===== src/rtl/crb_pkg.sv =====
// Purpose: Constants for the CAN receive buffer control block
// Assumes: 8-bit register port, one clock domain
// Notes:   Offsets index a byte-wide register file
//
// Behaviour
// - Storing a received message into a buffer sets that buffer's full flag.
// - A buffer whose full flag is set is never loaded with a new message.
// - Clearing buffer 0 interrupt flag while buffer 0 stays full sets it again.
// - Legacy mode 11 accepts every message, errors included, ignoring filters.
// - Legacy mode 10 accepts valid extended messages through extended-enabled filters.
// - Legacy mode 01 accepts valid standard messages through standard filters.
// - Legacy mode 00 accepts valid messages typed by each filter's extended enable.
// - Enhanced mode bit 1 accepts everything; 0 accepts valid filter-passed messages.
// - Read-only remote request bit at bit 3 legacy, bit 5 enhanced.
// - Legacy double-buffer enable at bit 2 sends buffer 0 overflow to buffer 1.
// - Legacy buffer 0 bit 1 reads back a copy of the double-buffer enable.
// - Legacy buffer 0 bit 0 tells whether filter 1 or filter 0 accepted.
// - Enhanced modes report the accepting filter as a five-bit index.
// - Legacy buffer 1 reports a three-bit filter index, 2 to 5 normally.
// - Buffer 1 index 0 or 1 arises through double-buffer overflow, or when buffer 1 is in mode 11.
// - Legacy bit 4 of both control registers reads zero.
package crb_pkg;
  // Register offsets
  localparam logic [3:0] OFS_CTRL0 = 4'h0;
  localparam logic [3:0] OFS_CTRL1 = 4'h1;
  localparam logic [3:0] OFS_IRQST = 4'h2;
  localparam logic [3:0] OFS_IRQMK = 4'h3;
  // Control register bit positions
  localparam int BIT_FULL  = 7;
  localparam int BIT_MODE1 = 6;
  localparam int BIT_MODE0 = 5;
  localparam int BIT_DBEN  = 2;
  // Interrupt status bit positions
  localparam int IRQ_BUF0  = 0;
  localparam int IRQ_BUF1  = 1;
  localparam int IRQ_LOST  = 2;
  // Reset values
  localparam logic [7:0] RST_BYTE = 8'h00;
  localparam logic [2:0] RST_IRQ  = 3'h0;
  // Legacy receive mode codes
  localparam logic [1:0] RXM_ALL = 2'h3;
  localparam logic [1:0] RXM_EXT = 2'h2;
  localparam logic [1:0] RXM_STD = 2'h1;
  localparam logic [1:0] RXM_ANY = 2'h0;
  // Functional mode of the CAN module
  typedef enum logic [1:0] {
    FM_LEGACY = 2'b00,
    FM_ENH1   = 2'b01,
    FM_ENH2   = 2'b10,
    FM_RSVD   = 2'b11
  } crb_fmode_t;
  // Per-buffer stored state
  typedef struct packed {
    logic       full;
    logic [1:0] rxm;
    logic       remote;
    logic [4:0] hit;
  } crb_buf_t;
endpackage


===== src/rtl/crb_rx_buffer_control.sv =====
// Purpose: Control and status of the two dedicated CAN receive buffers
// Assumes: Frame inputs come from the protocol engine on the same clock
// Notes:   Message contents are stored elsewhere on the load pulses
`timescale 1ns/100ps
`default_nettype none
module crb_rx_buffer_control (
  input  wire logic              clock,
  input  wire logic              sys_rst,
  input  wire logic [3:0]        regAddr,
  input  wire logic [7:0]        regWrData,
  input  wire logic              regWrite,
  input  wire logic              regRead,
  output var  logic [7:0]        regRdData,
  input  wire crb_pkg::crb_fmode_t funcMode,
  input  wire logic              frameValid,
  input  wire logic              frameError,
  input  wire logic              frameExtended,
  input  wire logic              frameRemote,
  input  wire logic              filterMatch,
  input  wire logic [4:0]        filterHitIdx,
  input  wire logic              filterExtIdEnable,
  output var  logic              loadBuffer0,
  output var  logic              loadBuffer1,
  output var  logic              irq
);
  import crb_pkg::*;

  // ****************************************************************
  // State
  // ****************************************************************
  typedef struct packed {
    crb_buf_t   buf0;
    crb_buf_t   buf1;
    logic       doubleBufferEnable;
    logic [2:0] irqStatus;
    logic [2:0] irqMask;
    logic [7:0] rdData;
    logic       load0;
    logic       load1;
    logic       irqOut;
  } crb_state_t;

  crb_state_t st;
  crb_state_t next_st;

  // ****************************************************************
  // Functions
  // ****************************************************************
  // Acceptance test of one buffer for the incoming frame
  function automatic logic acceptFrame(input logic legacy, input logic [1:0] rxm,
                                       input logic err, input logic ext,
                                       input logic match, input logic filtExt);
    logic ok;
    ok = 1'b0;
    if (legacy) begin
      case (rxm)
        RXM_ALL: ok = 1'b1;
        RXM_EXT: ok = !err && match && ext && filtExt;
        RXM_STD: ok = !err && match && !ext && !filtExt;
        RXM_ANY: ok = !err && match && (ext == filtExt);
        default: ok = 1'b0;
      endcase
    end else begin
      ok = rxm[1] ? 1'b1 : (!err && match);
    end
    return ok;
  endfunction

  // Read view of one control register in the current mode
  function automatic logic [7:0] ctrlView(input logic legacy, input crb_buf_t b,
                                          input logic isBuf0, input logic dben);
    logic [7:0] v;
    v = RST_BYTE;
    if (legacy) begin
      v[BIT_FULL]  = b.full;
      v[BIT_MODE1] = b.rxm[1];
      v[BIT_MODE0] = b.rxm[0];
      v[4]         = 1'b0;
      v[3]         = b.remote;
      if (isBuf0) begin
        v[BIT_DBEN] = dben;
        v[1]        = dben;
        v[0]        = b.hit[0];
      end else begin
        v[2:0]      = b.hit[2:0];
      end
    end else begin
      v[BIT_FULL]  = b.full;
      v[BIT_MODE1] = b.rxm[1];
      v[5]         = b.remote;
      v[4:0]       = b.hit;
    end
    return v;
  endfunction

  // Software write to a control register: mode bits, full cleared only
  function automatic crb_buf_t ctrlWrite(input logic legacy, input crb_buf_t b,
                                         input logic [7:0] d);
    crb_buf_t r;
    r = b;
    r.rxm[1] = d[BIT_MODE1];
    if (legacy) begin
      r.rxm[0] = d[BIT_MODE0];
    end
    if (!d[BIT_FULL]) begin
      r.full = 1'b0;
    end
    return r;
  endfunction

  // ****************************************************************
  // Next-state logic
  // ****************************************************************
  logic legacyMode;
  logic accept0;
  logic accept1;
  logic want0;
  logic want1;
  logic spill;
  logic take0;
  logic take1;
  logic lost;
  logic wrCtrl0;
  logic wrCtrl1;
  logic wrClr;
  logic wrMask;
  logic [2:0] clrBits;
  logic [2:0] events;
  crb_buf_t   newMsg;

  // Decode, route, flag update and register port
  always_comb begin
    next_st = st;
    // Legacy decoding only in mode 0; stored flags untouched on change
    legacyMode = (funcMode == FM_LEGACY);
    accept0 = acceptFrame(legacyMode, st.buf0.rxm, frameError, frameExtended,
                          filterMatch, filterExtIdEnable);
    accept1 = acceptFrame(legacyMode, st.buf1.rxm, frameError, frameExtended,
                          filterMatch, filterExtIdEnable);
    // Legacy: filters 0 and 1 feed buffer 0, filters 2 to 5 buffer 1
    want0 = frameValid && accept0 &&
            (!legacyMode || st.buf0.rxm == RXM_ALL || filterHitIdx < 5'h02);
    want1 = frameValid && accept1 &&
            (!legacyMode || st.buf1.rxm == RXM_ALL ||
             (filterHitIdx >= 5'h02 && filterHitIdx <= 5'h05));
    // Overflow path into buffer 1 when buffer 0 is occupied
    spill = want0 && st.buf0.full && legacyMode && st.doubleBufferEnable;
    take0 = want0 && !st.buf0.full;
    take1 = !take0 && (want1 || spill) && !st.buf1.full;
    lost  = frameValid && (want0 || want1) && !take0 && !take1;
    newMsg.full   = 1'b1;
    newMsg.rxm    = 2'h0;
    newMsg.remote = frameRemote;
    newMsg.hit    = filterHitIdx;
    // Register strobes
    wrCtrl0 = regWrite && regAddr == OFS_CTRL0;
    wrCtrl1 = regWrite && regAddr == OFS_CTRL1;
    wrClr   = regWrite && regAddr == OFS_IRQST;
    wrMask  = regWrite && regAddr == OFS_IRQMK;
    clrBits = wrClr ? regWrData[2:0] : 3'h0;
    // Software writes first, hardware set afterwards so set wins
    if (wrCtrl0) begin
      next_st.buf0 = ctrlWrite(legacyMode, st.buf0, regWrData);
      if (legacyMode) begin
        next_st.doubleBufferEnable = regWrData[BIT_DBEN];
      end
    end
    if (wrCtrl1) begin
      next_st.buf1 = ctrlWrite(legacyMode, st.buf1, regWrData);
    end
    if (wrMask) begin
      next_st.irqMask = regWrData[2:0];
    end
    if (take0) begin
      newMsg.rxm   = next_st.buf0.rxm;
      next_st.buf0 = newMsg;
    end
    if (take1) begin
      newMsg.rxm   = next_st.buf1.rxm;
      next_st.buf1 = newMsg;
    end
    // Sticky events, write one to clear, set wins
    events = 3'h0;
    events[IRQ_BUF0] = take0;
    events[IRQ_BUF1] = take1;
    events[IRQ_LOST] = lost;
    next_st.irqStatus = (st.irqStatus & ~clrBits) | events;
    // Buffer 0 flag returns while buffer 0 still holds a message
    if (clrBits[IRQ_BUF0] && next_st.buf0.full) begin
      next_st.irqStatus[IRQ_BUF0] = 1'b1;
    end
    // Read data one cycle after the strobe, zero for unmapped
    next_st.rdData = RST_BYTE;
    if (regRead) begin
      case (regAddr)
        OFS_CTRL0: next_st.rdData = ctrlView(legacyMode, st.buf0, 1'b1,
                                             st.doubleBufferEnable);
        OFS_CTRL1: next_st.rdData = ctrlView(legacyMode, st.buf1, 1'b0,
                                             st.doubleBufferEnable);
        OFS_IRQST: next_st.rdData = {5'h00, st.irqStatus};
        OFS_IRQMK: next_st.rdData = {5'h00, st.irqMask};
        default:   next_st.rdData = RST_BYTE;
      endcase
    end
    next_st.load0  = take0;
    next_st.load1  = take1;
    next_st.irqOut = |(next_st.irqStatus & next_st.irqMask);
  end

  // ****************************************************************
  // State register
  // ****************************************************************
  // Synchronous reset to all zero
  always_ff @(posedge clock) begin
    if (sys_rst) begin
      st.buf0               <= '0;
      st.buf1               <= '0;
      st.doubleBufferEnable <= 1'b0;
      st.irqStatus          <= RST_IRQ;
      st.irqMask            <= RST_IRQ;
      st.rdData             <= RST_BYTE;
      st.load0              <= 1'b0;
      st.load1              <= 1'b0;
      st.irqOut             <= 1'b0;
    end else begin
      st <= next_st;
    end
  end

  // Outputs straight from flops
  assign regRdData   = st.rdData;
  assign loadBuffer0 = st.load0;
  assign loadBuffer1 = st.load1;
  assign irq         = st.irqOut;
endmodule
`default_nettype wire


===== config.mk =====
export PLATFORM = sky130hd
export DESIGN_NAME = crb_rx_buffer_control
export DESIGN_NICKNAME = d
export VERILOG_FILES = /design/src/rtl/crb_pkg.sv /design/src/rtl/crb_rx_buffer_control.sv
export SDC_FILE = /design/constraint.sdc
export NUM_CORES = 1
export LEC_CHECK = 0
export BUFFER_PORTS_ARGS = -buffer_cell sky130_fd_sc_hd__buf_2
export CAP_MARGIN = 25
export CORE_MARGIN = 2
export CORE_UTILIZATION = 57
export CTS_CLUSTER_SIZE = 10
export DETAILED_ROUTE_END_ITERATION = 10
export PLACE_DENSITY = 0.95
export SLEW_MARGIN = 10
export SYNTH_ARGS = -nofsm -noshare
export SYNTH_HDL_FRONTEND = slang
export SYNTH_SLANG_ARGS = --single-unit

===== constraint.sdc =====
create_clock -name clock -period 4.6 [get_ports clock]
set_input_delay 1.15 -clock clock [delete_from_list [all_inputs] [get_ports clock]]
set_output_delay 1.15 -clock clock [all_outputs]
set_load 0.01 [all_outputs]

-- Word level (Yosys, flattened, before mapping)
Index checks and enable logic that the tools add are counted.
- eq/ne operators: 11
- $lt $le $gt $ge: 3
- reductions and logical operators: 48
- bitwise gates (word level): 5
- muxes and demuxes: 20
- operators by type and width (cell ; count):
    2-to-1 mux 9 bit ; 4
    one-hot mux 8 bit (4 select lines) ; 1
    logical AND 1 bit ; 25
    2-to-1 mux 6 bit ; 2
    2-to-1 mux 1 bit ; 9
    == test 2 bit (second input constant) ; 4
    == test 4 x 2 -> 1 bit (second input constant) ; 2
    zero test 1 bit ; 8
    one-hot mux 1 bit (4 select lines) ; 2
    AND 3 bit ; 2
    zero test 2 bit ; 3
    logical OR 1 bit ; 6
    2-to-1 mux 3 bit ; 2
    >= comparator 5 x 2 -> 1 bit (second input constant) ; 1
    <= comparator 5 x 3 -> 1 bit (second input constant) ; 1
    < comparator 5 x 2 -> 1 bit (second input constant) ; 1
    == test 2 x 1 -> 1 bit (second input constant) ; 2
    == test 4 x 1 -> 1 bit (second input constant) ; 1
    zero test 4 bit ; 1
    AND reduction 2 bit ; 2
    NOT 3 bit ; 1
    bitwise OR 3 bit ; 1
    OR reduction 3 bit ; 1
    != test 2 x 1 -> 1 bit (second input constant) ; 1
    4 further kinds ; 4
- output and inout port bits: 11
- register bits after elaboration: 36

-- Longest topological paths before layout
Gate-level depths: netlist of run 1.
- depth in word-level cells: 20
- mapped depth: 9
- depth with buffers taken out: 7

-- Worst setup path after synthesis of run 1
Ideal clock, no wire load.
- path kind: input-to-reg
- start point: input funcMode[1]
- end point: register st (netlist bit irq)
- required time: 4.475 ns
- setup slack: 1.852 ns
- setup time: 0.125 ns
- cell stages on the path: 8
- arrival: 2.623 ns
- cell sequence: nor2_2 -> nand2_1 -> a32o_2 -> buf_6 -> o21ai_2 -> mux2_4 -> a221oi_4 -> o221ai_2
- cells in the longest elaborated chain, start to end: 16
- elaborated cells on any way between the ends: 31
- those cells by class: 4 x mux; 2 x bitwise; 25 x reduce/logical
- ends and longest elaborated chain (what ; line ; text):
    from (decl) ; crb_rx_buffer_control.sv:14 ; input wire crb_pkg::crb_fmode_t funcMode,
    zero test 2 bit (*) ; crb_rx_buffer_control.sv:135 ; legacyMode = (funcMode == FM_LEGACY);
    zero test 1 bit ; crb_rx_buffer_control.sv:142, crb_rx_buffer_control.sv:144 ;
    logical OR 1 bit (2 in series) ; crb_rx_buffer_control.sv:142 ; (!legacyMode || st.buf0.rxm == RXM_ALL || filterHitIdx < 5'h02);
    logical AND 1 bit ; crb_rx_buffer_control.sv:141 ; want0 = frameValid && accept0 &&
    logical AND 1 bit (3 in series) ; crb_rx_buffer_control.sv:147 ; spill = want0 && st.buf0.full && legacyMode && st.doubleBufferEnable;
    logical OR 1 bit ; crb_rx_buffer_control.sv:149 ; take1 = !take0 && (want1 || spill) && !st.buf1.full;
    logical AND 1 bit (2 in series) ; crb_rx_buffer_control.sv:149 ;
    zero test 1 bit ; crb_rx_buffer_control.sv:150 ; lost = frameValid && (want0 || want1) && !take0 && !take1;
    logical AND 1 bit ; crb_rx_buffer_control.sv:150 ;
    bitwise OR 3 bit ; crb_rx_buffer_control.sv:187 ; next_st.irqStatus = (st.irqStatus & ~clrBits) | events;
    AND 3 bit (*) ; crb_rx_buffer_control.sv:207 ; next_st.irqOut = |(next_st.irqStatus & next_st.irqMask);
    OR reduction 3 bit (*) ; crb_rx_buffer_control.sv:207 ;
    to (signal assigned) ; crb_rx_buffer_control.sv:226 ; st <= next_st;
    to (decl) ; crb_rx_buffer_control.sv:43 ; crb_state_t st;
Mark *: on every way between the ends. The rest lies on a longest branch, timed or not.
A chain may end at the register's enable or synchronous reset.

-- Final worst setup path of run 1
- start point: input funcMode[1]
- end point: register st[22] in the netlist's numbering
- cells in the longest elaborated chain, start to end: 12
- elaborated cells on any way between the ends: 21
- those cells by class: 3 x mux; 18 x reduce/logical
- ends and longest elaborated chain (what ; line ; text):
    zero test 2 bit (*) ; crb_rx_buffer_control.sv:135 ;
    zero test 1 bit ; crb_rx_buffer_control.sv:142, crb_rx_buffer_control.sv:144 ;
    logical OR 1 bit (2 in series) ; crb_rx_buffer_control.sv:142 ;
    logical AND 1 bit ; crb_rx_buffer_control.sv:141 ;
    logical AND 1 bit (3 in series) ; crb_rx_buffer_control.sv:147 ;
    logical OR 1 bit ; crb_rx_buffer_control.sv:149 ;
    logical AND 1 bit (*) (2 in series) ; crb_rx_buffer_control.sv:149 ;
    2-to-1 mux 9 bit ; crb_rx_buffer_control.sv:178 ; if (take1) begin
Marked as above.

==> results of run 1 <==
## per-layer routing
metal | GRT usage, % | wire, um | part of all wire [%] | vias up
met5 | 0 | 0 | 0 | -
met2 | 36.5 | 1710 | 48 | 59
met4 | 12.3 | 88 | 2.5 | 0
met1 | 26.1 | 1550 | 44 | 669
met3 | 5.02 | 207 | 5.8 | 9
li1 | - | - | - | 730
## cell type report
| type | instances | area, sq um |
|---|---|---|
| Clock buffer | 6 | 51.3 |
| Sequential cell | 36 | 721 |
| Fill cell | 261 | 1060 |
| Inverter | 2 | 7.51 |
| Tap cell | 33 | 41.3 |
| Multi-Input combinational cell | 140 | 890 |
| Clock inverter | 2 | 10.0 |
| Timing Repair Buffer | 38 | 193 |
## synth_stat cells (2+ instances only)
library cell / number
dfxtp_1: 36
nor2_1: 24
nand2_1: 22
a21oi_1: 18
mux2i_1: 15
buf_4: 8
nand3_1: 8
clkbuf_1: 7
nand2b_1: 5
nor3_1: 5
mux2_2: 4
nor2b_1: 4
o21ai_0: 4
a22oi_1: 3
a22o_1: 2
buf_6: 2
inv_1: 2
nor3b_1: 2
o21a_1: 2
or2_2: 2
## state kept, by name, summed over array words and instances (netlist names)
| register | cells |
|---|---|
| irq | 1 |
| loadBuffer0 | 1 |
| loadBuffer1 | 1 |
| regRdData | 8 |
| st | 25 |
## per-stage QoR
step | hold WS (ns) | cell area (sq um) | setup slack (ns)
3_5_place_dp | 0.445 | 1850 | 1.55
6_report | 0.461 | 1910 | 1.88
3_3_place_gp | 0.438 | 1850 | 1.58
5_1_grt | 0.479 | 1910 | 1.76
4_1_cts | 0.460 | 1910 | 1.92
2_1_floorplan | 0.433 | 1730 | 1.85
## report_power, final
part	switching, uW	total, uW	internal [uW]
Combinational	40.5	72.5	32.0
Sequential	6.87	328	321
Clock	108	181	72.6
Total	156	581	426
## placed cells by master (no fill, tap or decap), types with 2 or more instances in the layout
cell type,n
buf_2,37
dfxtp_1,36
nor2_1,24
nand2_1,22
a21oi_1,18
mux2i_1,15
nand3_1,8
nand2b_1,5
nor3_1,5
clkbuf_4,5
nor2b_1,4
mux2_2,4
o21ai_0,4
a22oi_1,3
or2_2,2
nor3b_1,2
o21a_1,2
inv_1,2
a22o_1,2
clkinv_2,2
## logic make-up (layout without fill, tap and decap cells)
kind of cell	after synthesis	in the layout
mux	21	21
flops	36	36
buf+inv	20	48
compound gates	39	39
simple gates	79	79
xor+xnor	1	1
## tightest hold or removal path: stages, from the launching register on
cell	delay [ns]
dfxtp_1	0.32
nand2_1	0.05
a21oi_1	0.05
## worst min path at each step
stage / endpoint / slack (ns) / depth (start not counted)
global route: st[29]$_SDFFE_PP0N_ / 0.48 / 2
floorplan: st[28]$_SDFFE_PP0N_ / 0.43 / 2
global placement: st[28]$_SDFFE_PP0N_ / 0.44 / 2
finish: st[28]$_SDFFE_PP0N_ / 0.46 / 2
detailed placement: st[28]$_SDFFE_PP0N_ / 0.44 / 2
CTS: st[28]$_SDFFE_PP0N_ / 0.46 / 2
==> flow_summary_export.csv, run 1 <==
group,metric,value,unit
status,outcome,"complete, no violations",
critical_path,crit_cells,8,
placed_design,dp_hpwl,2600,um
yosys,synth_nets,225,
detailed_routing,vias_per_cell,5.71,
yosys,seq_area_frac_synth,41.6,%
critical_path,crit_chain,"buf_2, nor2_2, nand2_1, a32o_2, a21oi_1, o21a_1, mux2i_1, nor2_1",
sta,min_period_over_period,59.1,%
critical_path,cp_slowest_cell,"o21a_1",
sta,final-max-slew-violation-count,0,
grt,grt_pass1_vias,1257,
clocking,numCtsBuffers,5,
yosys,syn_avg_cell_area,8.84,sq um
floorplanning,core,2980,sq um
detailed_routing,drt_wl_total,3550,um
yosys,yosysUniqueCellTypes,41,
critical_path,crit_buf_inv,1,
critical_path,r2r-start,"st[34]$_SDFFE_PP0P_",
finish,num_antenna_cells,0,
floorplanning,fp.dieW,59.1,um
sta,finalHoldViolCount,0,
pwr,peakVddDrop,0.000147,V
yosys,synth_top_family_by_area,"simple AND/OR/NAND/NOR gates",
critical_path,crit_family,"compound AO/OA/AOI/OAI gates",
clocking,clk_latency,0.36,ns
grt,antenna_found_initial,0,
sta,final.setup.tns,0,ns
critical_path,ff2ff_path_depth,7,
critical_path,r2r_slack,2.42,ns
critical_path,path_max_fanout,10,
critical_path,crit_start,"funcMode[1]",
sta,fin_crit,2.72,ns
placed_design,dp_cells,249,
critical_path,cp-end-kind,"flip-flop",
placed_design,port-buffer-count,37,
floorplanning,die-area,3500,sq um
yosys,synth-compound-area-share,16.0,%
yosys,synth_xor_area_share,0.506,%
detailed_routing,ant_nets,0,
critical_path,r2r_end,"st[22]$_SDFFE_PP0N_",
yosys,ys.warnings.count,0,
clocking,cts-root-buf,"clkbuf_4",
floorplanning,ios,40,
grt,overflow,0,
yosys,ys_ff_latch,36,
placed_design,gp_congestion,0.823,
yosys,yosys-top-cells-area,"dfxtp_1, mux2i_1, a21oi_1",
sta,max_clock_freq,368,MHz
finish,fin_cells,257,
hold_path,hold_start,"st[28]$_SDFFE_PP0N_",
detailed_routing,drc_errors,0,
critical_path,arrival,2.96,ns
sta,relSlewSlack,64.5,%
pwr,p_per_area,304,nW/um^2
yosys,synth_edf_count,0,
pwr,totalPowerFinal,581,uW
clocking,cts_setup_buffers,0,
detailed_routing,drt_iter0_markers,56,
sta,setup_viol,0,
clocking,ctsHoldBuffers,0,
pwr,leakagePower,0.000814,uW
clocking,cts.repair.resized,0,
critical_path,slowest_delay,0.48,ns
yosys,synth_cells,196,
clocking,htree_levels,2,
sta,skew,0.00603,ns
yosys,async_flop_share,0,%
finish,area_growth,10.5,%
detailed_routing,first_pass_iters,4,
detailed_routing,vias,1467,
clocking,cts_tree,"built",
finish,fin_util,64.2,%
clocking,cts.sinks,36,
finish,drive_gt1_share,27.7,%
critical_path,worstSetupPathType,"input port to flip-flop",
sta,rsz0062_at_grt,"no",
flow_run,maxCapViolCount,0,
yosys,synthFlopType,"dfxtp_1",
yosys,synthMuxAreaShare,13.4,%
critical_path,critPathRequiredTime,4.84,ns
finish,nNetsFinal,252,
grt,grt.total_usage,22.0,%
detailed_routing,wire_per_inst,13.8,um
yosys,synth_top_area_share,41.6,%
yosys,yosysTopAreaCell,"dfxtp_1",
sta,worst_pin_slew,0.532,ns
hold_path,hold_path.class,"flip-flop to flip-flop",
critical_path,cp-endpoint,"st[22]$_SDFFE_PP0N_",
floorplanning,num_rows,20,
grt,grt_pass1_wl,5660,um
clocking,cts_buffer_depth,2,
grt,grt_max_degree,29,
yosys,synthSimpleGateAreaFrac,21.5,%
floorplanning,initial_core_util,58.2,%
critical_path,start_kind,"input port",
clocking,clk_pin_slew,0.11,ns
yosys,syn-cell-area,1730,sq um
floorplanning,die_h,59.1,um
yosys,synthAdderAreaFrac,0,%
(Power assumes the default switching activity.)
==> inputs of run 2 (changes only) <==
Settings changed: CORE_UTILIZATION 57 to 53, PLACE_DENSITY 0.95 to 0.9.
Clock period 4.6 ns to 2.7 ns, I/O delays scaled along.
==> run 2 against run 1 <==
Against the previous run: first-iteration DRC count increased by 8.9%; sequential cell count stayed put; global-route usage rose by 0.50 points; sequential share of layout area down 0.51 points; sequential power grew 70%; worst setup slack lost 1.3 ns; cell area increased by 1.4%; worst hold slack better by 0.0014 ns; utilization decreased by 1.2 points.
==> flow_summary_export.csv, run 2 (synthesis results as in run 1) <==
group,metric,value,unit
status,outcome,"complete, no violations",
clocking,cts-root-buf,"clkbuf_4",
critical_path,ff2ff_path_depth,7,
finish,drive_gt1_share,27.4,%
detailed_routing,ant_nets,0,
detailed_routing,vias,1483,
hold_path,hold_start,"st[30]$_SDFFE_PP0N_",
floorplanning,ios,40,
finish,final_area,1940,sq um
detailed_routing,vias_per_cell,5.49,
detailed_routing,wl_met2,1790,um
placed_design,dp_hpwl,2780,um
grt,antenna_found_initial,0,
detailed_routing,drc_errors,0,
grt,grt_pass1_vias,1325,
finish,largest-register,"st",
sta,relSlewSlack,66.5,%
sta,timing.hold.ws,0.463,ns
critical_path,start_kind,"input port",
floorplanning,fp.dieW,61.2,um
finish,layout_common_cells,"buf_2, dfxtp_1, nor2_1",
detailed_routing,wl_met3,200,um
clocking,cts.sinks,36,
sta,setup_viol,0,
detailed_routing,drt_wl_total,3750,um
placed_design,gp_congestion,0.921,
critical_path,worstSetupPathType,"input port to flip-flop",
sta,finalHoldViolCount,0,
finish,nNetsFinal,254,
floorplanning,die_h,61.2,um
floorplanning,initial_core_util,56.3,%
grt,grt.total_usage,22.5,%
sta,max_clock_freq,473,MHz
floorplanning,die-area,3740,sq um
finish,num_antenna_cells,0,
grt,grt_max_degree,29,
critical_path,critPathRequiredTime,2.93,ns
critical_path,slowest_delay,0.34,ns
sta,final-max-slew-violation-count,0,
grt,grt_pass1_wl,6040,um
pwr,p_per_area,507,nW/um^2
clocking,numCtsBuffers,5,
sta,min_period_over_period,78.2,%
critical_path,path_max_fanout,9,
critical_path,r2r_slack,0.62,ns
critical_path,cp_slowest_cell,"a32o_2",
detailed_routing,wire_per_inst,13.9,um
hold_path,hold_path.class,"flip-flop to flip-flop",
detailed_routing,drt_iter0_markers,61,
critical_path,r2r_end,"irq$_SDFF_PP0_",
sta,final.setup.tns,0,ns
detailed_routing,highest_layer,"met4",
clocking,cts_tree,"built",
finish,final_common_cell,"buf_2",
critical_path,r2r-start,"st[34]$_SDFFE_PP0P_",
clocking,ctsHoldBuffers,0,
clocking,cts_buffer_depth,2,
hold_path,hold_path_depth,2,
flow_run,maxCapViolCount,0,
clocking,cts_setup_buffers,0,
critical_path,crit_chain,"buf_2, nand2b_1, nor3_1, a32o_2, o21ai_2, mux2_4, a221oi_4, o221ai_2",
placed_design,port-buffer-count,37,
pwr,peakVddDrop,0.000249,V
clocking,clk_latency,0.34,ns
placed_design,place_area,1880,sq um
sta,fin_ws,0.587,ns
placed_design,place_ws,0.264,ns
floorplanning,num_rows,20,
clocking,cts.repair.resized,0,
finish,largest_reg_flops,25,
critical_path,arrival,2.34,ns
sta,worst_pin_slew,0.502,ns
clocking,clk_pin_slew,0.10,ns
detailed_routing,first_pass_iters,4,
sta,fin_crit,2.11,ns
floorplanning,core,3080,sq um
grt,overflow,0,
critical_path,cp-end-kind,"flip-flop",
sta,rsz0062_at_grt,"no",
pwr,leakagePower,0.000819,uW
sta,skew,0.00582,ns
detailed_routing,wl_met1,1660,um
clocking,htree_levels,2,
finish,fin_util,63.0,%
hold_path,hold-path-endpoint,"st[30]$_SDFFE_PP0N_",
finish,area_growth,12.0,%
## run 2: cell types whose count changed in the layout (fill, tap and decap cells not counted)
cell and change:
clkinv_2 -2, clkbuf_1 +2, buf_4 +2
## run 2: per-layer routing
metal  global-route usage, %  vias up
li1                        -      734
met1                    29.1      684
met2                    35.0       55
met3                    6.51       10
met4                    9.94        0
met5                       0        -
## run 2: power by group
group	internal [uW]	leakage, uW	total [uW]	switching (uW)
Clock	128	0.0000326	298	169
Sequential	547	0.000292	559	12.1
Combinational	56.5	0.000495	127	70.7
## run 2: worst max-delay path, delay by kind of cell
family                 cells  cell delay, ns
and+or+nand+nor            2            0.38
AOI/OAI and AO/OA          4            0.87
buffers and inverters      1            0.09
muxes                      1            0.32
## run 2: worst max path at each step
stage / end / cells past startpoint / startpoint / slack, ns
2_1_floorplan: irq$_SDFF_PP0_ / 8 / funcMode[1] / 0.43
3_3_place_gp: irq$_SDFF_PP0_ / 8 / frameError / 0.28
3_5_place_dp: irq$_SDFF_PP0_ / 8 / frameError / 0.26
4_1_cts: irq$_SDFF_PP0_ / 8 / frameError / 0.62
5_1_grt: irq$_SDFF_PP0_ / 7 / st[34]$_SDFFE_PP0P_ / 0.53
6_report: irq$_SDFF_PP0_ / 8 / frameError / 0.59
## run 2: stage by stage
step	total power (uW)	std cells
final	984	270
after global routing	1030	270
after CTS	987	270
after detailed placement	696	262
after global placement	692	262
after floorplan	653	196
## run 2: layout make-up
type,instances,area [sq um]
fillers,266,1140
well taps,44,55.1
flip-flops and latches,36,721
inverters,2,7.51
repair buffers,40,208
clock buffers,8,58.8
multi-input cells,140,890
==> inputs of run 3 (changes only) <==
Clock period 2.7 ns to 2 ns, I/O delays scaled along.
==> run 3 against run 2 <==
Against the previous run: utilization is 5.3 points higher; count of clock-buffer cells in the layout shrank 3; global-route usage grew 0.95 points; clock power increased by 12%; worst hold slack got worse by 0.051 ns; total power is 31% higher; non-clock buffer count up 23; die area unchanged; critical path depth shrank 1; via count increased by 4.7%; worst setup slack worse by 0.51 ns; sequential cell count stayed put; largest cell class unchanged; highest routed layer unchanged.
==> flow_summary_export.csv, run 3 (synthesis results as in run 1) <==
group,metric,value,unit
grt,grt_pass1_vias,1445,
clocking,clk_latency,0.34,ns
floorplanning,core,3080,sq um
detailed_routing,drc_errors,0,
sta,relSlewSlack,67.3,%
pwr,p_per_area,615,nW/um^2
finish,layout_common_cells,"buf_2, dfxtp_1, buf_4",
sta,finalHoldViolCount,0,
floorplanning,die_h,61.2,um
critical_path,path_max_fanout,4,
detailed_routing,wire_per_inst,13.7,um
critical_path,crit_start,"st[34]$_SDFFE_PP0P_",
detailed_routing,drt_wl_total,3970,um
critical_path,worstSetupPathType,"flip-flop to flip-flop",
clocking,cts-root-buf,"clkbuf_4",
finish,nNetsFinal,277,
pwr,totalPowerFinal,1290,uW
hold_path,hold_start,"regWrData[5]",
critical_path,cp-end-kind,"flip-flop",
detailed_routing,ant_nets,0,
pwr,leakagePower,0.000926,uW
detailed_routing,first_pass_iters,4,
floorplanning,die-area,3740,sq um
floorplanning,num_rows,20,
floorplanning,ios,40,
finish,final_area,2100,sq um
sta,fin_ws,0.0780,ns
sta,setup_viol,0,
placed_design,place_ws,-0.171,ns
clocking,cts_tree,"built",
finish,final_common_cell,"buf_2",
critical_path,start_kind,"flip-flop",
grt,antenna_found_initial,0,
hold_path,hold_path_depth,3,
status,outcome,"complete, no violations",
detailed_routing,vias_per_cell,5.35,
clocking,clk_pin_slew,0.10,ns
hold_path,hold_path.class,"input port to flip-flop",
finish,largest_reg_flops,25,
sta,worst_pin_slew,0.491,ns
grt,grt_max_degree,29,
sta,final-max-slew-violation-count,0,
critical_path,r2r-start,"st[34]$_SDFFE_PP0P_",
critical_path,critPathRequiredTime,2.23,ns
grt,overflow,0,
finish,area_growth,21.4,%
sta,fin_crit,1.92,ns
clocking,cts.sinks,36,
placed_design,place_area,2060,sq um
sta,skew,0.0124,ns
critical_path,arrival,2.15,ns
grt,grt_pass1_wl,6420,um
finish,largest-register,"st",
sta,rsz0062_at_grt,"no",
finish,fin_util,68.3,%
floorplanning,fp.dieW,61.2,um
finish,num_antenna_cells,0,
floorplanning,initial_core_util,56.3,%
sta,max_clock_freq,520,MHz
finish,drive_gt1_share,34.6,%
sta,min_period_over_period,96.1,%
detailed_routing,drt_iter0_markers,48,
detailed_routing,vias,1552,
pwr,peakVddDrop,0.000350,V
placed_design,dp_hpwl,2980,um
clocking,numCtsBuffers,5,
placed_design,dp_cells,285,
clocking,cts_buffer_depth,2,
placed_design,port-buffer-count,37,
finish,fin_cells,290,
flow_run,maxCapViolCount,0,
clocking,htree_levels,2,
grt,grt.total_usage,23.5,%
clocking,ctsHoldBuffers,0,
placed_design,gp_congestion,0.856,
critical_path,ff2ff_path_depth,7,
run 3: final cells by class:
type                    count  area (sq um)
multi-input cells         140           901
flip-flops and latches     36           721
well taps                  44          55.1
repair buffers             63           380
clock buffers               5          37.5
inverters                   2          7.51
fillers                   268           976
run 3: final timing paths:
path | slack, ns | endpoint
worst max register to register | 0.08 | irq$_SDFF_PP0_
worst min register to register | 0.46 | st[29]$_SDFFE_PP0N_
worst max-delay path | 0.08 | irq$_SDFF_PP0_
worst min-delay path | 0.41 | st[33]$_SDFFE_PP0P_
run 3: timing repair:
action / 4_1_cts / 5_1_grt
gates resized for setup: 0 / 1
buffers inserted: 0 / 0
hold endpoints to repair: 0 / 0
setup endpoints to repair: 0 / 2
run 3: power by group:
part,internal (uW),switching [uW]
Combinational,102,105
Clock,117,216
Sequential,738,14.0
run 3: through the flow:
stage	TNS, ns	hold slack, ns
final	0	0.412
after global routing	0	0.429
after global placement	-0.801	0.439
after detailed placement	-1.23	0.444
after floorplan	0	0.433
after CTS	0	0.411
run 3: per-layer routing:
layer | up-vias | global-route usage [%] | part of all wire, %
met5 | - | 0 | 0
met1 | 704 | 27.3 | 41
met3 | 14 | 6.93 | 6.4
met2 | 57 | 39.4 | 49
met4 | 0 | 11.2 | 3.1
li1 | 777 | - | -
run 3: critical path: stages (launching register included):
cell	delay [ns]
dfxtp_1	0.34
nand2b_1	0.14
a31o_1	0.22
a32o_2	0.29
o21ai_2	0.08
mux2_4	0.33
a221oi_4	0.30
o221ai_2	0.12
